--- config.mk ---
export PLATFORM = sky130hd
export DESIGN_NAME = uart_flow_ctl
export DESIGN_NICKNAME = d
export VERILOG_FILES = /design/src/logic/uart_fc_pkg.sv /design/src/logic/rate_if.sv /design/src/logic/async_rx.sv /design/src/logic/rate_tick.sv /design/src/logic/uart_flow_ctl.sv
export SDC_FILE = /design/constraint.sdc
export NUM_CORES = 2
export LEC_CHECK = 0
export ABC_AREA = 1
export CAP_MARGIN = 10
export CELL_PAD_IN_SITES_DETAIL_PLACEMENT = 2
export CELL_PAD_IN_SITES_GLOBAL_PLACEMENT = 2
export CORE_UTILIZATION = 30
export DETAILED_ROUTE_END_ITERATION = 10
export DONT_BUFFER_PORTS = 1
export GPL_ROUTABILITY_DRIVEN = 0
export GPL_TIMING_DRIVEN = 1
export PLACE_DENSITY_LB_ADDON = 0.1
export SYNTH_ARGS = -nofsm -noshare
export SYNTH_HDL_FRONTEND = slang
export SYNTH_SLANG_ARGS = --single-unit
--- constraint.sdc ---
create_clock -name clk -period 79 [get_ports clk]
set_input_delay 7.9 -clock clk [delete_from_list [all_inputs] [get_ports clk]]
set_output_delay 7.9 -clock clk [all_outputs]
set_load 0.005 [all_outputs]
--- src/logic/uart_fc_pkg.sv ---
package uart_fc_pkg;
  localparam int          CLK_HZ     = 40_000_000;
  localparam int          TENTHS     = 10;
  localparam int          TICKS_BIT  = 16;
  // Register indices; byte address is four times the index
  localparam logic [3:0]  REG_MODE_A = 4'h0;
  localparam logic [3:0]  REG_STAT_A = 4'h1;
  localparam logic [3:0]  REG_CMD_A  = 4'h2;
  localparam logic [3:0]  REG_DATA_A = 4'h3;
  localparam logic [3:0]  REG_AUX    = 4'h4;
  localparam logic [3:0]  REG_OSRC   = 4'h5;
  localparam logic [3:0]  REG_LATCH  = 4'h6;
  localparam logic [3:0]  REG_MODE_B = 4'h8;
  localparam logic [3:0]  REG_STAT_B = 4'h9;
  localparam logic [3:0]  REG_CMD_B  = 4'ha;
  localparam logic [3:0]  REG_DATA_B = 4'hb;
  localparam logic [3:0]  REG_SET    = 4'he;
  localparam logic [3:0]  REG_CLR    = 4'hf;
  // Field positions
  localparam int          MODE_RX_RTS = 7;
  localparam int          MODE_PAR_LO = 3;
  localparam int          MODE_CTS    = 12;
  localparam int          MODE_TX_RTS = 13;
  localparam int          AUX_ALT     = 7;
  localparam int          CMD_RX_EN   = 0;
  localparam int          CMD_RX_DIS  = 1;
  localparam int          CMD_TX_EN   = 2;
  localparam int          CMD_TX_DIS  = 3;
  // Command codes in the upper nibble
  localparam logic [3:0]  CMD_RST_RX  = 4'h2;
  localparam logic [3:0]  CMD_RST_TX  = 4'h3;
  localparam logic [3:0]  CMD_RTS_ON  = 4'h8;
  localparam logic [3:0]  CMD_RTS_OFF = 4'h9;
  // Clock select codes
  localparam logic [3:0]  CSEL_TIMER  = 4'hd;
  localparam logic [3:0]  CSEL_EXT16  = 4'he;
  localparam logic [3:0]  CSEL_EXT1   = 4'hf;
  localparam logic [1:0]  WAKE_UP     = 2'h3;
  localparam logic [3:0]  ABORT_16THS = 4'h3;
  localparam logic [3:0]  LAST_SUB    = 4'hf;
  localparam logic [3:0]  RX_MID      = 4'h7;
  localparam logic [15:0] MODE_RST    = 16'h0000;
  localparam logic [7:0]  BYTE_RST    = 8'h00;

  typedef enum logic [1:0] {TX_IDLE, TX_START, TX_DATA, TX_STOP} tx_state_t;
  typedef enum logic [1:0] {RX_IDLE, RX_START, RX_DATA, RX_STOP} rx_state_t;

  function automatic int pick4(input int n0, input int n1, input int t0,
                               input int t1, input logic alt,
                               input logic test);
    return test ? (alt ? t1 : t0) : (alt ? n1 : n0);
  endfunction

  // Divider per 16x tick; rates in tenths of a baud
  function automatic logic [15:0] rate_div(input logic [3:0] code,
                                           input logic alt,
                                           input logic test);
    int t;
    t = 500;
    case (code)
      4'h0:    t = pick4(500, 750, 48000, 72000, alt, test);
      4'h1:    t = pick4(1100, 1100, 8800, 8800, alt, test);
      4'h2:    t = pick4(1345, 1345, 10760, 10760, alt, test);
      4'h3:    t = pick4(2000, 1500, 192000, 144000, alt, test);
      4'h4:    t = pick4(3000, 3000, 288000, 288000, alt, test);
      4'h5:    t = pick4(6000, 6000, 576000, 576000, alt, test);
      4'h6:    t = pick4(12000, 12000, 1152000, 1152000, alt, test);
      4'h7:    t = pick4(10500, 20000, 10500, 20000, alt, test);
      4'h8:    t = pick4(24000, 24000, 576000, 576000, alt, test);
      4'h9:    t = pick4(48000, 48000, 48000, 48000, alt, test);
      4'ha:    t = pick4(72000, 18000, 576000, 144000, alt, test);
      4'hb:    t = pick4(96000, 96000, 96000, 96000, alt, test);
      4'hc:    t = pick4(384000, 192000, 384000, 192000, alt, test);
      default: t = 500;
    endcase
    return 16'(CLK_HZ * TENTHS / (TICKS_BIT * t));
  endfunction
endpackage

--- src/logic/rate_if.sv ---
`timescale 1ns/1ps
interface rate_if;
  logic [3:0] code;
  logic       alt;
  logic       test;
  logic       force1x;
  logic       ext_edge;
  logic       timer_tick;
  logic       tick;
  logic       x1;
  modport gen (input code, alt, test, force1x, ext_edge, timer_tick,
               output tick, x1);
  modport user (output code, alt, test, force1x, ext_edge, timer_tick,
                input tick, x1);
endinterface

--- src/logic/async_rx.sv ---
`timescale 1ns/1ps
module async_rx #(
  parameter int DEPTH = 3
) (
  // Clock and reset
  input  logic       clk,
  input  logic       sys_rst,
  // Control
  input  logic       soft_rst,
  input  logic       enable,
  input  logic       tick,
  input  logic       x1,
  input  logic       rxd,
  input  logic       pop,
  // Status and data
  output logic [7:0] data,
  output logic       not_empty,
  output logic       full,
  output logic       rts_ok
);
  import uart_fc_pkg::*;
  rx_state_t   state;
  logic [2:0]  samp;
  logic        filt;
  logic [3:0]  sub;
  logic [2:0]  bitn;
  logic [7:0]  shreg;
  logic        held;
  logic [7:0]  mem [DEPTH];
  logic [1:0]  rd;
  logic [1:0]  wr;
  logic [2:0]  count;
  logic        push;
  logic        done;

  // Majority vote kills single-sample glitches in 16x mode
  assign filt = x1 ? samp[0] : ((samp[0] & samp[1]) | (samp[1] & samp[2]) |
                                (samp[0] & samp[2])); // [RULE22]
  assign done = tick && state == RX_STOP && (x1 || sub == LAST_SUB);
  assign push = (done && count < 3'(DEPTH)) || (pop && held);
  assign full = count == 3'(DEPTH);
  assign not_empty = count != 3'h0;
  assign data = mem[rd];

  always_ff @(posedge clk) begin
    if (sys_rst) samp <= 3'h7;
    else if (tick) samp <= {samp[1:0], rxd};
  end

  // Soft reset only restarts the state machine; data stays
  always_ff @(posedge clk) begin
    if (sys_rst || soft_rst) begin // [RULE20]
      state <= RX_IDLE;
      sub   <= 4'h0;
      bitn  <= 3'h0;
    end else if (tick) begin
      sub <= sub + 4'h1;
      case (state)
        RX_IDLE: if (enable && !filt && !held) begin
          state <= RX_START;
          sub   <= 4'h0;
        end
        RX_START: if (x1 || sub == RX_MID) begin
          sub  <= 4'h0;
          bitn <= 3'h0;
          state <= filt ? RX_IDLE : RX_DATA; // [RULE22]
        end
        RX_DATA: if (x1 || sub == LAST_SUB) begin
          shreg <= {filt, shreg[7:1]};
          bitn  <= bitn + 3'h1;
          if (bitn == 3'h7) state <= RX_STOP;
        end
        RX_STOP: if (x1 || sub == LAST_SUB) state <= RX_IDLE;
        default: state <= RX_IDLE;
      endcase
    end
  end

  // Fourth character waits in the shift register
  always_ff @(posedge clk) begin
    if (sys_rst) begin
      rd    <= 2'h0;
      wr    <= 2'h0;
      count <= 3'h0;
      held  <= 1'b0;
    end else begin
      if (push) begin
        mem[wr] <= shreg;
        wr <= (wr == 2'(DEPTH - 1)) ? 2'h0 : wr + 2'h1;
      end
      if (pop && not_empty) rd <= (rd == 2'(DEPTH - 1)) ? 2'h0 : rd + 2'h1;
      count <= count + 3'(push) - 3'(pop && not_empty);
      if (done && full) held <= 1'b1; // [RULE7]
      else if (pop) held <= 1'b0;
    end
  end

  always_ff @(posedge clk) begin
    if (sys_rst) rts_ok <= 1'b1;
    else if (pop) rts_ok <= 1'b1;
    else if (tick && state == RX_IDLE && enable && !filt && full)
      rts_ok <= 1'b0; // [RULE7]
  end
endmodule // async_rx

--- src/logic/rate_tick.sv ---
`timescale 1ns/1ps
module rate_tick (
  // Clock and reset
  input logic clk,
  input logic sys_rst,
  // Selection and tick
  rate_if.gen bus
);
  import uart_fc_pkg::*;
  logic [15:0] cnt;
  logic [15:0] div;

  always_comb div = rate_div(bus.code, bus.alt, bus.test); // [RULE17]

  always_ff @(posedge clk) begin
    if (sys_rst) begin
      cnt      <= 16'h0000;
      bus.tick <= 1'b0;
    end else begin
      case (bus.code) // [RULE17]
        CSEL_TIMER: bus.tick <= bus.timer_tick;
        CSEL_EXT16,
        CSEL_EXT1:  bus.tick <= bus.ext_edge;
        default: begin
          if (cnt >= div - 16'h0001) begin
            cnt      <= 16'h0000;
            bus.tick <= 1'b1;
          end else begin
            cnt      <= cnt + 16'h0001;
            bus.tick <= 1'b0;
          end
        end
      endcase
    end
  end

  always_ff @(posedge clk) begin
    if (sys_rst) bus.x1 <= 1'b0;
    else bus.x1 <= (bus.code == CSEL_EXT1) | bus.force1x; // [RULE19]
  end
endmodule // rate_tick

--- src/logic/uart_flow_ctl.sv ---
`timescale 1ns/1ps
// Notes on behaviour
// [RULE1] Pin fed from the latch shows the inverse of its latch bit.
// [RULE2] Set and clear port writes touch only positions holding a one.
// [RULE3] Source config picks pins two to seven; modes and commands pin 0-1.
// [RULE4] Clear-to-send: input pin zero for A, pin one for B, active low.
// [RULE5] Request-to-send: output pin zero for A, pin one for B, low.
// [RULE6] With gate bit set, sending waits while clear-to-send is high.
// [RULE7] Full buffer plus fourth start bit raises request-to-send.
// [RULE8] Receiver RTS mode bit hands pin zero or one to the receiver.
// [RULE9] Transmitter may drive the same pin; both at once is allowed.
// [RULE10] Commands 1000 and 1001 change request-to-send on the pin.
// [RULE11] RTS pin is NAND of latch bit and receiver signal.
// [RULE12] Flow control off returns pins zero and one to the latch.
// [RULE13] Disable within 3/16 bit (16x) or one bit (1x) sends nothing.
// [RULE14] Disable right after loading in underrun drops that character.
// [RULE15] Transmitter empty is set in underrun or just after enabling.
// [RULE16] Holding moves to shifter in start bit; ready sets at its end.
// [RULE17] Four-bit code picks rate from two sets, timer or external clock.
// [RULE18] Every read at index two toggles the rate test set.
// [RULE19] Index ten test mode forces 1x and shows internal nodes.
// [RULE20] Receiver reset then enable recovers, keeping data and setup.
// [RULE21] In wake-up mode software leaves it, resets, then re-enters.
// [RULE22] Receiver filters input and rejects noisy start bits; code filters only in 16x mode, 1x uses the raw sample.
// [RULE23] Software should watch errors and use data-stopped timeouts.
module uart_flow_ctl (
  // Clock and reset
  input  logic        clk,
  input  logic        sys_rst,
  // Register bus
  input  logic [5:0]  address,
  input  logic        read,
  input  logic        write,
  input  logic [31:0] writedata,
  input  logic [3:0]  byteenable,
  output logic [31:0] readdata,
  output logic        waitrequest,
  // Serial lines
  input  logic        rxd_a,
  input  logic        rxd_b,
  output logic        txd_a,
  output logic        txd_b,
  // Port pins and timer
  input  logic [6:0]  in_pins,
  output logic [7:0]  out_pins,
  input  logic        timer_tick
);
  import uart_fc_pkg::*;

  logic [15:0] mode [2];
  logic [7:0]  csel [2];
  logic [7:0]  aux;
  logic [7:0]  output_source_config;
  logic [7:0]  output_latch;
  logic        brg_test;
  logic        x1_test;
  logic [6:0]  in_meta;
  logic [6:0]  in_sync;
  logic        io2_prev;
  logic [1:0]  rxd_meta;
  logic [1:0]  rxd_sync;
  logic [3:0]  idx;
  logic        rd_take;
  logic        wr_take;
  logic [1:0]  cmd_take;
  logic [1:0]  data_wr;
  logic [1:0]  pop;
  logic [3:0]  tick;
  logic [3:0]  x1;
  logic [1:0]  tx_ready;
  logic [1:0]  tx_empty;
  logic [1:0]  rx_ready;
  logic [1:0]  rx_full;
  logic [1:0]  rts_ok;
  logic [1:0]  cts_ok;
  logic [1:0]  flow_sig;
  logic [1:0]  flow_sel;
  logic [1:0]  rx_en;
  logic [1:0]  rx_rst;
  logic [1:0]  txd;
  logic [1:0]  tick_tog;
  logic [7:0]  rx_data [2];
  logic [7:0]  func;
  logic [7:0]  next_out;
  tx_state_t   tx_state [2];

  function automatic logic hit(input logic [3:0] a, input logic [3:0] r);
    return a == r;
  endfunction

  assign idx     = address[5:2];
  assign rd_take = read & ~waitrequest;
  assign wr_take = write & ~waitrequest & byteenable[0];
  assign txd_a   = txd[0];
  assign txd_b   = txd[1];

  // Pins come from outside the clock domain
  always_ff @(posedge clk) begin
    if (sys_rst) begin
      in_meta  <= 7'h7f;
      in_sync  <= 7'h7f;
      io2_prev <= 1'b1;
      rxd_meta <= 2'h3;
      rxd_sync <= 2'h3;
    end else begin
      in_meta  <= in_pins;
      in_sync  <= in_meta;
      io2_prev <= in_sync[2];
      rxd_meta <= {rxd_b, rxd_a};
      rxd_sync <= rxd_meta;
    end
  end

  // One wait cycle; read data is caught while waitrequest is still high
  always_ff @(posedge clk) begin
    if (sys_rst) begin
      waitrequest <= 1'b1;
      readdata    <= 32'h0000_0000;
    end else if ((read | write) & waitrequest) begin
      waitrequest <= 1'b0;
      case (idx)
        REG_MODE_A: readdata <= {16'h0000, mode[0]};
        REG_MODE_B: readdata <= {16'h0000, mode[1]};
        REG_STAT_A: readdata <= {28'h0000000, tx_empty[0], tx_ready[0],
                                 rx_full[0], rx_ready[0]};
        REG_STAT_B: readdata <= {28'h0000000, tx_empty[1], tx_ready[1],
                                 rx_full[1], rx_ready[1]};
        REG_DATA_A: readdata <= {24'h000000, rx_data[0]};
        REG_DATA_B: readdata <= {24'h000000, rx_data[1]};
        REG_AUX:    readdata <= {22'h000000, x1_test, brg_test, aux};
        REG_OSRC:   readdata <= {24'h000000, output_source_config};
        REG_LATCH:  readdata <= {24'h000000, output_latch};
        default:    readdata <= 32'h0000_0000;
      endcase
    end else begin
      waitrequest <= 1'b1;
    end
  end

  always_ff @(posedge clk) begin
    if (sys_rst) begin
      brg_test <= 1'b0;
      x1_test  <= 1'b0;
    end else begin
      if (rd_take && hit(idx, REG_CMD_A)) brg_test <= ~brg_test; // [RULE18]
      if (rd_take && hit(idx, REG_CMD_B)) x1_test <= ~x1_test; // [RULE19]
    end
  end

  // Enabling flow control never touches the latch
  always_ff @(posedge clk) begin
    if (sys_rst) begin
      mode[0] <= MODE_RST;
      mode[1] <= MODE_RST;
      csel[0] <= BYTE_RST;
      csel[1] <= BYTE_RST;
      aux     <= BYTE_RST;
      output_source_config <= BYTE_RST;
    end else if (wr_take) begin
      case (idx)
        REG_MODE_A: begin
          mode[0][7:0] <= writedata[7:0];
          if (byteenable[1]) mode[0][15:8] <= writedata[15:8];
        end
        REG_MODE_B: begin
          mode[1][7:0] <= writedata[7:0];
          if (byteenable[1]) mode[1][15:8] <= writedata[15:8];
        end
        REG_STAT_A: csel[0] <= writedata[7:0];
        REG_STAT_B: csel[1] <= writedata[7:0];
        REG_AUX:    aux <= writedata[7:0];
        REG_OSRC:   output_source_config <= writedata[7:0]; // [RULE3]
        default:    ;
      endcase
    end
  end

  always_ff @(posedge clk) begin
    if (sys_rst) begin
      output_latch <= BYTE_RST;
    end else if (wr_take && hit(idx, REG_SET)) begin
      output_latch <= output_latch | writedata[7:0]; // [RULE2]
    end else if (wr_take && hit(idx, REG_CLR)) begin
      output_latch <= output_latch & ~writedata[7:0]; // [RULE2]
    end else begin
      for (int c = 0; c < 2; c++) begin
        if (cmd_take[c] && writedata[7:4] == CMD_RTS_ON)
          output_latch[c] <= 1'b1; // [RULE10]
        else if (cmd_take[c] && writedata[7:4] == CMD_RTS_OFF)
          output_latch[c] <= 1'b0; // [RULE10]
      end
    end
  end

  // Rate generators: 0,1 transmitters; 2,3 receivers
  for (genvar g = 0; g < 4; g++) begin : g_rate
    rate_if rif ();
    assign rif.code = (g < 2) ? csel[g % 2][3:0] : csel[g % 2][7:4];
    assign rif.alt = aux[AUX_ALT];
    assign rif.test = brg_test; // [RULE18]
    assign rif.force1x = x1_test; // [RULE19]
    assign rif.ext_edge = in_sync[2] & ~io2_prev;
    assign rif.timer_tick = timer_tick;
    assign tick[g] = rif.tick;
    assign x1[g] = rif.x1;
    rate_tick u_rate (
      .clk     (clk),
      .sys_rst (sys_rst),
      .bus     (rif.gen)
    );
  end

  for (genvar c = 0; c < 2; c++) begin : g_ch
    logic [3:0] sub;
    logic [2:0] bitn;
    logic [7:0] shreg;
    logic [7:0] thr;
    logic       thr_full;
    logic       tx_en;
    logic       bit_end;
    logic       abort;
    logic [3:0] cmd;

    assign cmd_take[c] = wr_take && hit(idx, c ? REG_CMD_B : REG_CMD_A);
    assign data_wr[c]  = wr_take && hit(idx, c ? REG_DATA_B : REG_DATA_A);
    assign pop[c]      = rd_take && hit(idx, c ? REG_DATA_B : REG_DATA_A);
    assign cmd         = writedata[7:4];
    assign cts_ok[c]   = ~mode[c][MODE_CTS] | ~in_sync[c]; // [RULE4] [RULE6]
    assign bit_end     = x1[c] || sub == LAST_SUB;
    assign tx_ready[c] = ~thr_full;
    assign tx_empty[c] = tx_state[c] == TX_IDLE; // [RULE15]
    // Disabled while loaded and still idle, or too early in the start bit: the character is dropped
    assign abort = cmd_take[c] && writedata[CMD_TX_DIS] &&
                   ((tx_state[c] == TX_IDLE && thr_full) ||
                    (tx_state[c] == TX_START &&
                     (x1[c] || sub < ABORT_16THS))); // [RULE13] [RULE14]

    always_ff @(posedge clk) begin
      if (sys_rst) tx_en <= 1'b0;
      else if (cmd_take[c] && cmd == CMD_RST_TX) tx_en <= 1'b0;
      else if (cmd_take[c] && writedata[CMD_TX_DIS]) tx_en <= 1'b0;
      else if (cmd_take[c] && writedata[CMD_TX_EN]) tx_en <= 1'b1;
    end

    always_ff @(posedge clk) begin
      if (sys_rst || (cmd_take[c] && cmd == CMD_RST_TX) || abort) begin
        tx_state[c] <= TX_IDLE;
        thr_full    <= 1'b0;
        txd[c]      <= 1'b1;
        sub         <= 4'h0;
        bitn        <= 3'h0;
      end else begin
        if (tick[c]) begin
          sub <= sub + 4'h1;
          case (tx_state[c])
            // Gate only between characters so the current one finishes
            TX_IDLE: if (tx_en && thr_full && cts_ok[c]) begin // [RULE6]
              tx_state[c] <= TX_START;
              shreg       <= thr; // [RULE16]
              txd[c]      <= 1'b0;
              sub         <= 4'h0;
            end
            TX_START: if (bit_end) begin
              thr_full    <= 1'b0; // [RULE16]
              tx_state[c] <= TX_DATA;
              txd[c]      <= shreg[0];
              bitn        <= 3'h0;
            end
            TX_DATA: if (bit_end) begin
              shreg <= {1'b1, shreg[7:1]};
              bitn  <= bitn + 3'h1;
              txd[c] <= (bitn == 3'h7) ? 1'b1 : shreg[1];
              if (bitn == 3'h7) tx_state[c] <= TX_STOP;
            end
            TX_STOP: if (bit_end) tx_state[c] <= TX_IDLE;
            default: tx_state[c] <= TX_IDLE;
          endcase
        end
        if (data_wr[c]) begin
          thr      <= writedata[7:0];
          thr_full <= 1'b1;
        end
      end
    end

    always_ff @(posedge clk) begin
      if (sys_rst) begin
        rx_en[c]  <= 1'b0;
        rx_rst[c] <= 1'b0;
      end else begin
        rx_rst[c] <= cmd_take[c] && cmd == CMD_RST_RX; // [RULE20]
        if (cmd_take[c] && cmd == CMD_RST_RX) rx_en[c] <= 1'b0;
        else if (cmd_take[c] && writedata[CMD_RX_DIS]) rx_en[c] <= 1'b0;
        else if (cmd_take[c] && writedata[CMD_RX_EN]) rx_en[c] <= 1'b1;
      end
    end

    async_rx #(.DEPTH(3)) u_rx (
      .clk       (clk),
      .sys_rst   (sys_rst),
      .soft_rst  (rx_rst[c]),
      .enable    (rx_en[c]),
      .tick      (tick[c + 2]),
      .x1        (x1[c + 2]),
      .rxd       (rxd_sync[c]),
      .pop       (pop[c]),
      .data      (rx_data[c]),
      .not_empty (rx_ready[c]),
      .full      (rx_full[c]),
      .rts_ok    (rts_ok[c])
    );

    // Receiver and transmitter may share the pin
    assign flow_sel[c] = mode[c][MODE_RX_RTS] | mode[c][MODE_TX_RTS]; // [RULE8] [RULE9]
    assign flow_sig[c] = (~mode[c][MODE_RX_RTS] | rts_ok[c]) &
                         (~mode[c][MODE_TX_RTS] | ~tx_empty[c]); // [RULE9]

    always_ff @(posedge clk) begin
      if (sys_rst) tick_tog[c] <= 1'b0;
      else if (tick[c]) tick_tog[c] <= ~tick_tog[c];
    end
  end

  assign func = {~tx_ready[1], ~tx_ready[0], ~rx_ready[1], ~rx_ready[0],
                 tick_tog[1], tick_tog[0], 2'h0};

  always_comb begin
    next_out = ~output_latch; // [RULE1]
    for (int c = 0; c < 2; c++)
      if (flow_sel[c])
        next_out[c] = ~(output_latch[c] & flow_sig[c]); // [RULE5] [RULE11] [RULE12]
    for (int k = 2; k < 8; k++)
      if (output_source_config[k]) next_out[k] = func[k]; // [RULE3]
    if (x1_test)
      next_out = {rxd_sync, txd, rts_ok, tx_empty}; // [RULE19]
  end

  always_ff @(posedge clk) begin
    if (sys_rst) out_pins <= 8'hff;
    else out_pins <= next_out;
  end
endmodule // uart_flow_ctl

Word-level counts from Yosys, hierarchy flattened
Memory sizes are Yosys's and may differ from the RTL's. A register that Yosys moved wholly into a read port is not among the register bits. Cells that the tools add are included.

Bits of input ports: 56. Memories: 5. Logic and storage cells: 664. Output and inout bits: 43. Register bits: 266. RAM bits: 100.

Memories: mode (depth 2, bits a word 16, read ports 2, clocked after Yosys merged registers in 0, wr ports 2, RTL line uart_flow_ctl.sv:50) `logic [15:0] mode [2];`; g_ch[0].u_rx.mem (depth 3, bits a word 8, read ports 1, clocked after Yosys merged registers in 1, wr ports 1, RTL line async_rx.sv:29) `logic [7:0] mem [DEPTH];`; g_ch[1].u_rx.mem (depth 3, bits a word 8, read ports 1, clocked after Yosys merged registers in 1, wr ports 1, RTL line async_rx.sv:29); csel (depth 2, bits a word 8, read ports 2, clocked after Yosys merged registers in 0, wr ports 2, RTL line uart_flow_ctl.sv:51) `logic [7:0] csel [2];`; tx_state (depth 2, bits a word 2, read ports 2, clocked after Yosys merged registers in 0, wr ports 2, RTL line uart_flow_ctl.sv:85) `tx_state_t tx_state [2];`.

Bitwise gates (word level): 76. Mux-type cells: 216. Add/subtract/negate cells: 24. Magnitude comparators: 8. Div/mod/pow operators: 4. Equal/unequal tests: 120. Reductions and logical operators: 144.

Operators with widths (number): 28-bit one-hot mux with 13 select lines (4); 4-bit == test, second input constant (44); 16-bit one-hot mux with 9 select lines (1); 30-bit by 32-bit divider with 32-bit output, first input constant (4); 1-bit 2-to-1 mux (116); 8-bit 2-to-1 mux (12); 4-bit by 3-bit == test with 1-bit output, second input constant (21); 16-bit 2-to-1 mux (5); 20-bit 2-to-1 mux (4); 16-bit by 1-bit adder with 16-bit output, second input constant (4); 16-bit >= comparator (4); 16-bit by 1-bit subtractor with 16-bit output, second input constant (4); 1-bit logical AND (60); 2-bit 2-to-1 mux (29); 17-bit 2-to-1 mux (3); 4-bit by 2-bit == test with 1-bit output, second input constant (12); 19-bit 2-to-1 mux (2); 4-bit 2-to-1 mux (8); 8-bit one-hot mux with 2 select lines (2); 1-bit OR (31); 2-bit nonzero test (15); 14-bit 2-to-1 mux (2); 1-bit inverter (26); 2-bit == test, second input constant (12); 41 further kinds (167).

Logic depth before layout (Yosys ltp)
Word-level depth: 13. Gate-level depth with buffers: 454. Mapped depth without buffers: 425.

By module
From an unflattened synthesis, not the netlist that was laid out.

Cell total of the unflattened synthesis: 15169. Area total of the unflattened synthesis: 94625.8 um^2.

By module, submodules not included: rate_tick at g_rate[1].u_rate ... (cells an instance 3445, times used 2, area an instance 20455.9 um^2); rate_tick at g_rate[0].u_rate (cells an instance 3481, times used 1, area an instance 20798.7 um^2); rate_tick at g_rate[3].u_rate (cells an instance 3432, times used 1, area an instance 20422.1 um^2); uart_flow_ctl (cells an instance 895, times used 1, area an instance 7801.2 um^2); async_rx at g_ch[1].u_rx (cells an instance 237, times used 1, area an instance 2374.8 um^2); async_rx at g_ch[0].u_rx (cells an instance 234, times used 1, area an instance 2317.2 um^2).

Worst setup path before layout
OpenSTA, ideal clock, no wires.

Path type: reg-to-reg. From: register brg_test. To: register g_rate[3].u_rate.cnt[10]. Data required time: 78.873 ns. Path buffers: 35. Cell stages (with the launch flop): 439. Arrival time: 57.466 ns. Slack: 21.407 ns. Cells stage by stage: dfxtp_1 > inv_4 > buf_12 > buf_6 > buf_6 > ha_1 > clkbuf_8 > nand2_4 > buf_6 > inv_2 > nor4_1 > ha_1 > nand2_1 > inv_1 > nand3_1 > nand3_1 > nand2_1 > nand2_1 > (+403 left out) > nor2_4 > buf_6 > ha_1 > nand2_1 > nor2_1 > nand4_1 > nor3_1 > xor2_1 > inv_1 > ha_1 > nand4_1 > o211ai_1 > nand4_1 > nand2_1 > nand2_1 > nand2_1 > clkbuf_1 > nor2_1.

Longest elaborated chain between the ends: 6. Elaborated cells between the ends (all ways): 14. Classes of those cells: 1 x add/sub; 1 x div; 1 x order compare; 11 x mux.

Ends and longest elaborated chain: start, declared (RTL line uart_flow_ctl.sv:55) `logic brg_test;`; start signal, assigned (RTL line uart_flow_ctl.sv:145) `if (rd_take && hit(idx, REG_CMD_A)) brg_test <= ~brg_test;`; 20-bit 2-to-1 mux, or another cell as far along (RTL line uart_fc_pkg.sv:51) `return test ? (alt ? t1 : t0) : (alt ? n1 : n0);`; 28-bit one-hot mux with 13 select lines * (RTL line uart_fc_pkg.sv:60) `case (code)`; 30-bit by 32-bit divider with 32-bit output * (RTL line uart_fc_pkg.sv:76) `return 16'(CLK_HZ * TENTHS / (TICKS_BIT * t));`; 16-bit by 1-bit subtractor with 16-bit output * (RTL line rate_tick.sv:25) `if (cnt >= div - 16'h0001) begin`; 16-bit >= comparator * (RTL line rate_tick.sv:25); 16-bit 2-to-1 mux * (RTL line rate_tick.sv:25); end signal, assigned (RTL line rate_tick.sv:29) `cnt <= cnt + 16'h0001;`; end, declared (RTL line rate_tick.sv:10) `logic [15:0] cnt;`.

Mark *: on every way between the ends. The rest lies on a longest branch, timed or not. A chain may end at the register's enable or synchronous reset.

Final worst setup path
From: register brg_test. To: register g_rate[3].u_rate.cnt[7].

The elaborated chain is that of the path after synthesis.

==> impl_metrics.csv <==
group,metric,value,unit
die,initial_core_util,0.302,
clocking,clock_path_buffers,3,
routing,wl_met2,174000,um
die,rows,201,
global_route,grt_pass1_vias,106000,
die,die_area,305000,sq um
worst_setup_path,slowest_delay,0.71,ns
placement,hpwl,295000,um
global_route,grt_pass1_wl,576000,um
placement,portBuffers,0,
hold_path,hp-start,"in_meta[2]",
die,io_pins,99,
clocking,cts_hold_buf,0,
yosys,synth_edf_count,148,
timing,finalClockSkew,0.0373,ns
die,die-height,552,um
hold_path,hold_class,"register to register",
routing,vias_per_cell,5.30,
routing,drtIter0Drc,3300,
timing,tns,0,ns
yosys,synth_cell_types,105,
worst_setup_path,crit_path_start,"brg_test",
worst_setup_path,worst_setup_path_start_kind,"register",
worst_setup_path,worstSetupEndpointType,"register",
worst_setup_path,cp.depth,407,
cells_and_area,area.growth.synth_to_final,6.84,%
timing,rsz0062_at_grt,"no",
routing,wire_per_inst,19.6,um
yosys,synth_ff_type,"dfxtp_1",
timing,finalHoldViolations,0,
timing,finalCritPeriodShare,0.899,
timing,worst_pin_slew,1.21,ns
routing,met3_length,5820,um
worst_setup_path,required,79.49,ns
routing,drt-total-wl,359000,um
clocking,clk_latency,0.61,ns
global_route,track_usage,0.228,
yosys,synth.ff_latch_count,354,
worst_setup_path,crit_fanout,46,
routing,dr.pass1.iters,5,
worst_setup_path,path_common_cell,"nand2_1",
yosys,synth_cells,14400,
timing,min_period,71.04,ns
clocking,clkTransAtPathRegs,0.05,ns
worst_setup_path,crit_slowest_cell,"ha_1",
clocking,cts_max_level,2,
timing,setup-violations-final,0,
routing,route.top_layer_used,"met5",
worst_setup_path,rr_worst_depth,407,
clocking,clock_sinks,354,
cells_and_area,final_cells,18300,
cells_and_area,final_cell_area,97100,sq um
placement,dp_cells,18200,
worst_setup_path,cp_data_arrival_time,71.53,ns
die,core_area,301000,sq um
placement,dpl-instance-area,95600,sq um
cells_and_area,layout-drive-gt1-share,0.0643,
global_route,antenna_found_initial,8,
routing,m1WireLength,174000,um
clocking,cts_tree,"yes",
routing,drc,0,
routing,num_vias,97000,
timing,fmax,14.1,MHz
yosys,synthArstFlopShare,0,
yosys,syn-cell-area,90900,sq um
run,max-cap-violations,0,
outcome,status,"finished clean",
die,die_x,552,um
yosys,syn_avg_cell_area,6.32,sq um
worst_setup_path,reg2reg_from,"brg_test",
worst_setup_path,critPathKind,"register to register",
yosys,ys_warn_count,0,
cells_and_area,fin_nets,15800,
worst_setup_path,critPathBufInv,50,
global_route,grt_max_degree,67,
clocking,cts_buffers,41,
yosys,ys_seq_area_frac,0.0943,
clocking,cts_root_buf,"clkbuf_16",
routing,drtAntennaViolNets,0,
worst_setup_path,cp_top_family,"simple AND/OR/NAND/NOR gates",
hold_path,whs_path_depth,1,
timing,max_slew_margin,0.191,
timing,slew_viol_final,0,
global_route,overflow,0,
timing,holdWs,0.413,ns
-- path summary, 6_finish.rpt --
check / endpoint / slack [ns]
worst max-delay path: g_rate[3].u_rate.cnt[7] / 7.96
worst min-delay path: in_sync[2] / 0.41
worst max register to register: g_rate[3].u_rate.cnt[7] / 7.96
worst min register to register: in_sync[2] / 0.41
-- flip-flops by register name, summed over array words and instances, names as in the netlist, 3 cells and up, named ones only --
register	count
g_rate.u_rate.cnt	64
g_ch.u_rx.sub	8
out_pins	8
g_ch.u_rx.mem	48
g_ch.u_rx.rd	4
g_ch.u_rx.count	6
g_ch.thr	16
output_source_config	8
g_ch.shreg	16
g_ch.bitn	6
g_ch.sub	8
mode	32
g_rate.u_rate.bus.x1	4
g_rate.u_rate.bus.tick	4
aux	8
in_sync	3
readdata	16
g_ch.u_rx.wr	4
g_ch.u_rx.bitn	6
g_ch.u_rx.samp	6
tx_state	4
csel	16
in_meta	3
g_ch.u_rx.shreg	16
-- through the flow --
step / setup WS (ns) / util
6_report: 7.96 / 0.323
5_1_grt: 0.0278 / 0.323
4_1_cts: 6.35 / 0.323
3_5_place_dp: 6.54 / 0.318
3_3_place_gp: 8.66 / 0.318
2_1_floorplan: 21.41 / -
-- what timing repair did --
item / CTS / global route
gates resized for setup: 0 / 3
setup buffers: 0 / 0
endpoints found under the setup margin: 0 / 31
-- synth_stat cells, types with 31 or more instances --
cell type | count | area, sq um
clkbuf_1 | 162 | 608
edfxtp_1 | 148 | 4440
xor2_1 | 583 | 5110
o21ai_0 | 988 | 4940
nand3b_1 | 31 | 233
o21ai_1 | 176 | 881
nor3_1 | 129 | 646
a211oi_1 | 53 | 398
xnor2_1 | 530 | 4640
o31ai_1 | 46 | 345
o21bai_1 | 160 | 1200
o21a_1 | 39 | 293
a31oi_1 | 74 | 463
or2_2 | 114 | 713
inv_2 | 121 | 454
ha_1 | 1443 | 18100
nand3_2 | 84 | 841
a21o_1 | 62 | 465
nand4_1 | 175 | 1090
nand2_1 | 3500 | 13100
dfxtp_1 | 206 | 4120
buf_4 | 43 | 323
a221o_1 | 33 | 330
nor4_1 | 53 | 332
a21oi_1 | 1378 | 6900
nand3_1 | 758 | 3790
o211ai_1 | 66 | 495
nor2_2 | 45 | 282
nor2_4 | 41 | 462
nand2_2 | 110 | 688
inv_1 | 1553 | 5830
nor2_1 | 954 | 3580
-- metal layers --
metal,track usage,vias up
met2,0.417,663
met5,0,-
met4,0.0337,4
li1,-,48400
met1,0.299,47700
met3,0.0110,245
-- cell families (layout without fill, tap and decap cells) --
logic type,after synthesis,in the layout,synth area share
AOI/OAI and AO/OA,3307,3307,0.207
xor gates and xnor gates,1115,1115,0.108
adders and majority gates,1453,1453,0.201
buffers and inverters,2011,1918,0.0899
DFF,354,354,0.0943
muxes,4,4,0.000441
other,2,63,0.0000827
and+or+nand+nor,6137,6137,0.300
-- worst reg2reg max path, delay by kind of cell, from the launching register on --
kind / cells / cell delay, ns
adder cells (fa/ha/maj): 26 / 9.16
AND/OR/NAND/NOR: 209 / 25.78
buffers and inverters: 50 / 10.00
AO/OA/AOI/OAI: 121 / 25.20
XOR/XNOR: 1 / 0.17
flip-flops: 1 / 0.51
-- cell type report --
class | instances | area, sq um
Multi-Input combinational cell | 12100 | 74700
Clock buffer | 53 | 1140
Fill cell | 36900 | 203000
Antenna cell | 3 | 7.51
Tap cell | 3958 | 4950
Clock inverter | 21 | 283
Inverter | 1709 | 6440
Sequential cell | 354 | 8570
Timing Repair Buffer | 135 | 1010
-- cell usage in the layout (no fill, tap or decap), drive strengths merged, types with 179 or more instances in the layout --
master / Yosys / layout
nand2: 3633 / 3633
inv: 1681 / 1684
ha: 1443 / 1443
a21oi: 1394 / 1394
o21ai: 1191 / 1191
nor2: 1044 / 1044
nand3: 857 / 857
xor2: 584 / 584
xnor2: 531 / 531
dfxtp: 206 / 206
nand4: 179 / 179
Power is not shown: default switching activity piles up to over one toggle a cycle in this logic, so the estimate is an artifact.
